### src/include/pnpim_pkg.sv
// Constants for the next-page transmit and interrupt mask register bank
`default_nettype none

package pnpim_pkg;

   // ---------------------------------------------------------------
   // Bus and register geometry
   // ---------------------------------------------------------------
   localparam int unsigned DATA_W = 32;
   localparam int unsigned ADDR_W = 12;
   localparam int unsigned REG_W = 16;
   localparam int unsigned EVT_W = 4;
   localparam int unsigned CODE_W = 11;

   // Register indices as printed; byte address is four times the index
   localparam logic [ADDR_W-1:0] IDX_NEXT_PAGE_TX = 12'h007;
   localparam logic [ADDR_W-1:0] IDX_IRQ_MASK = 12'h010;
   localparam logic [ADDR_W-1:0] IDX_IRQ_STATUS = 12'h011;
   localparam logic [ADDR_W-1:0] IDX_LEGACY_CFG = 12'h01C;
   localparam logic [1:0] WORD_LSB_ZERO = 2'h0;
   localparam int unsigned IDX_SHIFT = 2;

   // Byte lanes of the 16-bit registers; lane 1 holds bits 15:8
   localparam int unsigned LANE_W = 8;
   localparam int unsigned LANE_LO = 0;
   localparam int unsigned LANE_HI = 1;

   // ---------------------------------------------------------------
   // Next-page transmit word fields
   // ---------------------------------------------------------------
   localparam int unsigned NP_MORE_BIT = 15;
   localparam int unsigned NP_ACK_BIT = 14;
   localparam int unsigned NP_MSG_BIT = 13;
   localparam int unsigned NP_ACK2_BIT = 12;
   localparam int unsigned NP_TOGGLE_BIT = 11;
   localparam int unsigned NP_CODE_MSB = 10;
   localparam int unsigned NP_CODE_LSB = 0;

   localparam logic NP_MORE_RST = 1'h0;
   localparam logic NP_MSG_RST = 1'h1;
   localparam logic NP_ACK2_RST = 1'h0;
   localparam logic [CODE_W-1:0] NP_CODE_RST = 11'h001;
   localparam logic NP_ACK_RST = 1'h0;
   localparam logic NP_TOGGLE_RST = 1'h0;

   // ---------------------------------------------------------------
   // Interrupt mask and status fields (upper event group)
   // ---------------------------------------------------------------
   localparam int unsigned EVT_LSB = 12;
   localparam int unsigned EVT_PREM_END = 0;
   localparam int unsigned EVT_DESCR_LOCK = 1;
   localparam int unsigned EVT_LINK_CHANGE = 2;
   localparam int unsigned EVT_CARRIER_UNSTABLE = 3;

   // Bit 15 carrier unstable, 14 link change, 13 descrambler, 12 end error
   localparam logic [EVT_W-1:0] MASK_RST = 4'h4;

   // Legacy compatibility control
   localparam int unsigned LEGACY_BIT = 0;
   localparam logic LEGACY_RST = 1'h0;

   // Interrupt pin level out of reset
   localparam logic IRQ_RST = 1'h0;

endpackage : pnpim_pkg

`default_nettype wire

### src/rtl/pnpim_top.sv
// Next-page transmit and interrupt mask register bank on APB
// Word map, byte address is the word index times four:
//    0x1C next-page transmit word
//    0x40 interrupt enable mask, bits 15:12
//    0x44 interrupt status, bits 15:12, cleared when read
//    0x70 legacy compatibility control, bit 0
// All transfers finish without wait states. An unmapped or misaligned
// word answers with an error and reads as zero; its writes are lost.
`default_nettype none
`timescale 1ns/100ps

module pnpim_top (
   // Clock and reset
   input wire logic clk_sys,
   input wire logic reset,
   // APB slave
   input wire logic psel,
   input wire logic penable,
   input wire logic pwrite,
   input wire logic [pnpim_pkg::ADDR_W-1:0] paddr,
   input wire logic [pnpim_pkg::DATA_W-1:0] pwdata,
   input wire logic [3:0] pstrb,
   output logic [pnpim_pkg::DATA_W-1:0] prdata,
   output logic pready,
   output logic pslverr,
   // Status from auto-negotiation logic
   input wire logic linkAckIn,
   input wire logic linkToggleIn,
   // Event pulses from receive logic
   input wire logic carrierMonitorUnstable,
   input wire logic linkStatusChange,
   input wire logic descramblerLockChange,
   input wire logic prematureEndError,
   // Toward auto-negotiation logic
   output logic [pnpim_pkg::REG_W-1:0] nextPageWord,
   output logic legacyMode,
   // Interrupt
   output logic irq
);

   // ---------------------------------------------------------------
   // Bus decode
   // ---------------------------------------------------------------
   logic [pnpim_pkg::ADDR_W-1:0] wordIdx;
   logic aligned;
   logic setupPhase;
   logic accessPhase;
   logic hitNextPage;
   logic hitMask;
   logic hitStatus;
   logic hitLegacy;
   logic mapped;
   logic wrLow;
   logic wrHigh;

   // Index is the byte address divided by four
   assign wordIdx = paddr >> pnpim_pkg::IDX_SHIFT;
   assign aligned =
      (paddr[pnpim_pkg::IDX_SHIFT-1:0] == pnpim_pkg::WORD_LSB_ZERO);
   assign setupPhase = psel & ~penable;
   assign accessPhase = psel & penable;
   assign hitNextPage = aligned & (wordIdx == pnpim_pkg::IDX_NEXT_PAGE_TX);
   assign hitMask = aligned & (wordIdx == pnpim_pkg::IDX_IRQ_MASK);
   assign hitStatus = aligned & (wordIdx == pnpim_pkg::IDX_IRQ_STATUS);
   assign hitLegacy = aligned & (wordIdx == pnpim_pkg::IDX_LEGACY_CFG);
   assign mapped = hitNextPage | hitMask | hitStatus | hitLegacy;

   // Registers are 16 bits, so only the two low byte lanes matter
   assign wrLow = accessPhase & pwrite & pstrb[pnpim_pkg::LANE_LO];
   assign wrHigh = accessPhase & pwrite & pstrb[pnpim_pkg::LANE_HI];

   // Zero wait states; unmapped or misaligned access reports an error
   assign pready = 1'b1;
   assign pslverr = accessPhase & ~mapped;

   // ---------------------------------------------------------------
   // Software-writable state
   // ---------------------------------------------------------------
   logic moreNext_q;
   logic moreNext_d;
   logic msgPage_q;
   logic msgPage_d;
   logic ack2_q;
   logic ack2_d;
   logic [pnpim_pkg::CODE_W-1:0] code_q;
   logic [pnpim_pkg::CODE_W-1:0] code_d;
   logic [pnpim_pkg::EVT_W-1:0] mask_q;
   logic [pnpim_pkg::EVT_W-1:0] mask_d;
   logic legacy_q;
   logic legacy_d;
   logic npWrLow;
   logic npWrHigh;
   logic maskWrHigh;

   // Legacy mode freezes the next-page and mask fields
   assign npWrLow = wrLow & hitNextPage & ~legacy_q;
   assign npWrHigh = wrHigh & hitNextPage & ~legacy_q;
   assign maskWrHigh = wrHigh & hitMask & ~legacy_q;

   // Next values of the writable fields
   always_comb begin
      moreNext_d = moreNext_q;
      msgPage_d = msgPage_q;
      ack2_d = ack2_q;
      code_d = code_q;
      mask_d = mask_q;
      legacy_d = legacy_q;
      // Upper lane: the flags and the top of the code field
      if (npWrHigh) begin
         moreNext_d = pwdata[pnpim_pkg::NP_MORE_BIT];
         msgPage_d = pwdata[pnpim_pkg::NP_MSG_BIT];
         ack2_d = pwdata[pnpim_pkg::NP_ACK2_BIT];
         code_d[pnpim_pkg::CODE_W-1:pnpim_pkg::LANE_W] =
            pwdata[pnpim_pkg::NP_CODE_MSB:pnpim_pkg::LANE_W];
      end
      // Lower lane: the rest of the code field
      if (npWrLow) begin
         code_d[pnpim_pkg::LANE_W-1:0] =
            pwdata[pnpim_pkg::LANE_W-1:pnpim_pkg::NP_CODE_LSB];
      end
      // Only the upper event group exists; the lower lane is dropped
      if (maskWrHigh) begin
         mask_d = pwdata[pnpim_pkg::EVT_LSB+pnpim_pkg::EVT_W-1:
                         pnpim_pkg::EVT_LSB];
      end
      // Legacy bit stays writable, or the mode could never be left
      if (wrLow & hitLegacy) begin
         legacy_d = pwdata[pnpim_pkg::LEGACY_BIT];
      end
   end

   // Register stage with documented reset values
   always_ff @(posedge clk_sys) begin
      if (reset) begin
         moreNext_q <= pnpim_pkg::NP_MORE_RST;
         msgPage_q <= pnpim_pkg::NP_MSG_RST;
         ack2_q <= pnpim_pkg::NP_ACK2_RST;
         code_q <= pnpim_pkg::NP_CODE_RST;
         mask_q <= pnpim_pkg::MASK_RST;
         legacy_q <= pnpim_pkg::LEGACY_RST;
      end else begin
         moreNext_q <= moreNext_d;
         msgPage_q <= msgPage_d;
         ack2_q <= ack2_d;
         code_q <= code_d;
         mask_q <= mask_d;
         legacy_q <= legacy_d;
      end
   end

   // ---------------------------------------------------------------
   // Device-supplied status bits
   // ---------------------------------------------------------------
   logic linkAck_q;
   logic linkAck_d;
   logic toggle_q;
   logic toggle_d;

   // Host writes never reach these two bits; they only mirror the link
   // Same-clock inputs, so no synchroniser; registered for clean reads
   always_comb begin
      linkAck_d = linkAckIn;
      toggle_d = linkToggleIn;
   end

   // Register stage
   always_ff @(posedge clk_sys) begin
      if (reset) begin
         linkAck_q <= pnpim_pkg::NP_ACK_RST;
         toggle_q <= pnpim_pkg::NP_TOGGLE_RST;
      end else begin
         linkAck_q <= linkAck_d;
         toggle_q <= toggle_d;
      end
   end

   // ---------------------------------------------------------------
   // Interrupt status and pin
   // ---------------------------------------------------------------
   logic [pnpim_pkg::EVT_W-1:0] eventVec;
   logic [pnpim_pkg::EVT_W-1:0] status;
   logic statusRead;
   logic irq_q;
   logic irq_d;

   // Events are collected regardless of the mask
   always_comb begin
      eventVec = '0;
      eventVec[pnpim_pkg::EVT_CARRIER_UNSTABLE] = carrierMonitorUnstable;
      eventVec[pnpim_pkg::EVT_LINK_CHANGE] = linkStatusChange;
      eventVec[pnpim_pkg::EVT_DESCR_LOCK] = descramblerLockChange;
      eventVec[pnpim_pkg::EVT_PREM_END] = prematureEndError;
   end

   // Clear happens on the completing edge of a status read
   assign statusRead = accessPhase & ~pwrite & hitStatus;

   pnpim_event_latch #(
      .W(pnpim_pkg::EVT_W)
   ) u_status (
      .clk_sys(clk_sys),
      .reset(reset),
      .eventPulse(eventVec),
      .clearAll(statusRead),
      .latched(status)
   );

   // Pin follows the status seen one edge earlier; a trade for a clean flop
   always_comb begin
      // A masked event waits in status and fires once its mask is set
      irq_d = |(status & mask_q);
   end

   // Register stage
   always_ff @(posedge clk_sys) begin
      if (reset) begin
         irq_q <= pnpim_pkg::IRQ_RST;
      end else begin
         irq_q <= irq_d;
      end
   end

   assign irq = irq_q;

   // ---------------------------------------------------------------
   // Read data
   // ---------------------------------------------------------------
   logic [pnpim_pkg::REG_W-1:0] npWord;
   logic [pnpim_pkg::DATA_W-1:0] rdata_q;
   logic [pnpim_pkg::DATA_W-1:0] rdata_d;

   // Assembled next-page word, also handed to the negotiation logic
   always_comb begin
      npWord = '0;
      npWord[pnpim_pkg::NP_MORE_BIT] = moreNext_q;
      npWord[pnpim_pkg::NP_ACK_BIT] = linkAck_q;
      npWord[pnpim_pkg::NP_MSG_BIT] = msgPage_q;
      npWord[pnpim_pkg::NP_ACK2_BIT] = ack2_q;
      npWord[pnpim_pkg::NP_TOGGLE_BIT] = toggle_q;
      npWord[pnpim_pkg::NP_CODE_MSB:pnpim_pkg::NP_CODE_LSB] = code_q;
   end

   // Read mux captured in setup so data comes from a flop in access
   always_comb begin
      rdata_d = rdata_q;
      if (setupPhase) begin
         // Each transfer starts from zero: unmapped words read as zero
         rdata_d = '0;
         if (!pwrite) begin
            if (hitNextPage) begin
               rdata_d[pnpim_pkg::REG_W-1:0] = npWord;
            end
            if (hitMask) begin
               rdata_d[pnpim_pkg::EVT_LSB+pnpim_pkg::EVT_W-1:
                       pnpim_pkg::EVT_LSB] = mask_q;
            end
            if (hitStatus) begin
               rdata_d[pnpim_pkg::EVT_LSB+pnpim_pkg::EVT_W-1:
                       pnpim_pkg::EVT_LSB] = status;
            end
            if (hitLegacy) begin
               rdata_d[pnpim_pkg::LEGACY_BIT] = legacy_q;
            end
         end
      end
   end

   // Register stage
   always_ff @(posedge clk_sys) begin
      if (reset) begin
         rdata_q <= '0;
      end else begin
         rdata_q <= rdata_d;
      end
   end

   // ---------------------------------------------------------------
   // Outputs
   // ---------------------------------------------------------------
   // Read data from its flop; the word reaches the negotiation side as is
   assign prdata = rdata_q;
   assign nextPageWord = npWord;
   assign legacyMode = legacy_q;

endmodule : pnpim_top

`default_nettype wire

### src/rtl/pnpim_event_latch.sv
// Sticky event latch with clear-on-read, set wins over clear
`default_nettype none
`timescale 1ns/100ps

module pnpim_event_latch #(
   parameter int unsigned W = 4
) (
   // Clock and reset
   input wire logic clk_sys,
   input wire logic reset,
   // Event side
   input wire logic [W-1:0] eventPulse,
   // Software side
   input wire logic clearAll,
   output logic [W-1:0] latched
);

   logic [W-1:0] latch_q;
   logic [W-1:0] latch_d;

   // Clear first, then OR in new events so a same-cycle event survives
   always_comb begin
      latch_d = latch_q;
      if (clearAll) begin
         latch_d = '0;
      end
      latch_d = latch_d | eventPulse;
   end

   // Register stage
   always_ff @(posedge clk_sys) begin
      if (reset) begin
         latch_q <= '0;
      end else begin
         latch_q <= latch_d;
      end
   end

   assign latched = latch_q;

endmodule : pnpim_event_latch

`default_nettype wire

### config.mk
export PLATFORM = sky130hd
export DESIGN_NAME = pnpim_top
export DESIGN_NICKNAME = d
export VERILOG_FILES = /design/src/include/pnpim_pkg.sv /design/src/rtl/pnpim_top.sv /design/src/rtl/pnpim_event_latch.sv
export SDC_FILE = /design/constraint.sdc
export NUM_CORES = 1
export LEC_CHECK = 0
export BUFFER_PORTS_ARGS = -buffer_cell sky130_fd_sc_hd__buf_2
export CORE_MARGIN = 1
export CORE_UTILIZATION = 48
export CTS_CLUSTER_DIAMETER = 60
export DETAILED_ROUTE_END_ITERATION = 10
export PLACE_DENSITY = 0.85
export SYNTH_ARGS = -nofsm -noshare
export SYNTH_HDL_FRONTEND = slang
export SYNTH_SLANG_ARGS = --single-unit
### constraint.sdc
create_clock -name clk_sys -period 2.7 [get_ports clk_sys]
set_input_delay 0.54 -clock clk_sys [delete_from_list [all_inputs] [get_ports clk_sys]]
set_output_delay 0.54 -clock clk_sys [all_outputs]
set_load 0.02 [all_outputs]
==> summary.txt <==
Route
  • First-pass iteration count of the detailed router: 4
  • Via/cell ratio: 5.33
  • Routed wire length: 4.49 mm
  • Residual DRC count: 0
  • DRT iter0 DRCs: 57
  • Detail Route Antenna Nets: 0
  • Drt wl/cell: 13.0 um
  • DR vias: 1838

Worst setup path
  • Buf/Inv on CP: 2
  • CP max FO: 5
  • Critical Path Sink Type: output port
  • CP delay by family, top: simple AND/OR/NAND/NOR gates
  • CP dominant cell by count: buf_2
  • Worst Reg-to-Reg Cells: 3
  • Crit-path cells: buf_2 -> nor4b_4 -> nand3_2 -> o21ai_0 -> a21oi_1 -> buf_2
  • Kind of critical path: in2out
  • CP startpoint kind: primary input
  • Slowest cell on crit path: nor4b_4
  • Stages on worst setup path: 6
  • Worst path arrival time: 1690 ps
  • Max incr delay on CP: 410 ps
  • Worst endpoint required time: 2160 ps

Floorplan
  • FP Rows: 23
  • Core ar.: 0.00409 mm^2
  • DIE AREA: 0.00459 mm^2
  • Ports: 111
  • Die Width: 67.8 um
  • Starting Density: 50.8%
  • Die Y: 67.8 um

GRT
  • Total track usage: 19.8%
  • First-pass GRT wire length: 6.89 mm
  • Largest net degree at the start of global routing: 54
  • Initial antenna violation count: 0
  • Vias in the first global route: 1554
  • Gr ovfl total: 0

Synthesis
  • Post-synth ARST share: 0%
  • Synthesis-stage register bit count: 42
  • Synth unique cells: 38
  • Cell count after synthesis: 231
  • Syn Area/Cell: 8.99 um^2
  • Register area share after synthesis: 40.5%
  • Prevailing post-synth register cell: dfxtp_1
  • Post-synth EDFFs: 0
  • Yosys Warn Count: 0
  • Cell Area, Synth: 0.00208 mm^2

CTS
  • Clk sinks: 42
  • Clock root buffer master: clkbuf_8
  • CTS resizes: 0
  • Num CTS Buffers: 5
  • Clock Path Buffers: 2
  • Clock transition at path regs: 80 ps
  • CTS tree: built
  • Post-CTS Hold Buffers: 0
  • Insertion delay to the later sink of the worst-skew pair: 290 ps
  • H-tree Lvls: 2
  • Post-CTS Setup Bufs: 0

Hold path
  • Hold Path Class: reg2reg
  • Hold Crit Depth: 2

Placed design
  • Final RePlAce weighted congestion: 0.871
  • Placed Cells incl. Taps: 337
  • Half-perimeter wire length after placement: 3.34 mm
  • IO buf count: 74

Timing
  • Min Tclk post-route: 2230 ps
  • Slew Limit Fails: 0
  • Least-Margin Pin Slew: 778 ps
  • Ratio of final minimum period to clock period: 82.6%
  • RSZ-0062 raised after global routing: false
  • Max_slew headroom: 47.9%
  • Clock Skew: 4.53 ps
  • Fmax: 448 MHz
  • # setup viols final: 0
  • Setup TNS: 0 ps
  • Fin. Hold Viols: 0

Status
  • Outcome: complete, no violations

Pwr
  • VDD IR max: 0.366 mV
  • PwrDens: 471 mW/mm^2
  • Lkg Pwr: 0.00104 uW
  • Clock group share of total power: 34.6%
  • NetSw: 297 uW
  • Gate power share: 10.5%
  • Sequential Power Share: 54.9%
  • Internal power: 850 uW
  • Sw frac: 25.9%

Cells and area
  • Filler cell count: 381
  • Diode count: 0
  • Synth-to-layout area growth: 17.2%
  • Share of layout cells above drive strength 1: 30.5%
  • Final cell count without fillers: 345
  • NumNets Final: 353

Job
  • Max Cap Viol: 0
final cells by class:
| type | instances | area (um^2) | area share (%) |
|---|---|---|---|
| clock inverter | 3 | 21.3 | 0.874 |
| tap | 50 | 62.6 | 2.57 |
| sequential | 42 | 841 | 34.5 |
| multi-input combinational | 168 | 1050 | 43.2 |
| timing repair buffer | 76 | 385 | 15.8 |
| clock buffer | 5 | 68.8 | 2.83 |
| inverter | 1 | 3.75 | 0.154 |
placed cells by master (no fill, tap or decap), types with 2 or more instances in the layout:
cell / count
a21oi_1: 10
mux2i_1: 14
o21a_1: 4
clkbuf_8: 5
nor3_1: 6
o31ai_1: 5
a22oi_1: 3
dfxtp_1: 42
nand2_1: 6
buf_4: 2
nand3_1: 6
nand4_1: 3
nor2b_1: 3
o21ai_0: 6
nor4_1: 5
nor2_1: 27
conb_1: 17
nand2b_1: 25
a32oi_1: 11
and4b_1: 2
buf_2: 74
registers in the layout (all words and copies together), names as in the netlist, 4 cells and up:
name,flops
u_status.latched,4
code_q,11
mask_q,4
prdata,16
routing by layer:
layer	vias to the layer above	GRT usage, %	share of wire, %
met4	0	6.77	0.60
li1	910	-	-
met1	860	24.0	43
met3	2	4.22	5.3
met5	-	0	0
met2	66	34.4	51
cell usage after synthesis, types with 2 or more instances:
cell / n / area (um^2)
a21oi_1: 10 / 50.1
a22oi_1: 3 / 22.5
a32oi_1: 11 / 96.3
and4b_1: 2 / 20.0
buf_2: 3 / 15.0
buf_4: 23 / 173
buf_6: 2 / 22.5
clkbuf_1: 7 / 26.3
conb_1: 2 / 7.51
dfxtp_1: 42 / 841
mux2i_1: 14 / 140
nand2_1: 6 / 22.5
nand2b_1: 25 / 156
nand3_1: 6 / 30.0
nand4_1: 3 / 18.8
nor2_1: 27 / 101
nor2b_1: 3 / 18.8
nor3_1: 6 / 30.0
nor4_1: 5 / 31.3
o21a_1: 4 / 30.0
o21ai_0: 6 / 30.0
o31ai_1: 5 / 37.5
power by group through the flow:
stage / registers (uW) / clock network (uW) / logic (uW)
global placement: 644 / 0 / 118
CTS: 630 / 415 / 120
global route: 630 / 439 / 132
finish: 630 / 397 / 120
floorplan: 644 / 0 / 94.3
detailed placement: 644 / 0 / 119
stage by stage:
| stage | power (uW) | util, % | instance area [um^2] | hold slack, ps | worst slack [ps] |
|---|---|---|---|---|---|
| after global placement | 762 | 57.4 | 2340 | 432 | 516 |
| after floorplan | 739 | - | 2130 | 460 | 550 |
| after detailed placement | 764 | 57.4 | 2340 | 434 | 500 |
| after CTS | 1160 | 59.6 | 2430 | 453 | 498 |
| after global routing | 1200 | 59.6 | 2430 | 471 | 420 |
| final | 1150 | 59.6 | 2430 | 451 | 469 |
cell families (layout without fill, tap and decap cells):
| family | after synthesis | after routing | synth area share [%] |
|---|---|---|---|
| AND/OR/NAND/NOR | 96 | 96 | 27.0 |
| flip-flops | 42 | 42 | 40.5 |
| buffers and inverters | 36 | 85 | 11.6 |
| other | 2 | 17 | 0.362 |
| multiplexers | 14 | 14 | 6.75 |
| AO/OA/AOI/OAI | 41 | 41 | 13.8 |
worst reg2reg max path, stage by stage, from the launching register on:
cell	delay [ps]
dfxtp_1	360
and4b_1	290
and3_1	430
mux2i_1	230
final timing paths:
path,start,slack (ps),endpoint
setup / recovery,paddr[11],470,pslverr
hold / removal,prdata[12],450,prdata[12]
setup reg to reg,legacyMode,1330,code_q[10]
hold reg to reg,prdata[12],450,prdata[12]
Power figures use the tool's default switching activity.
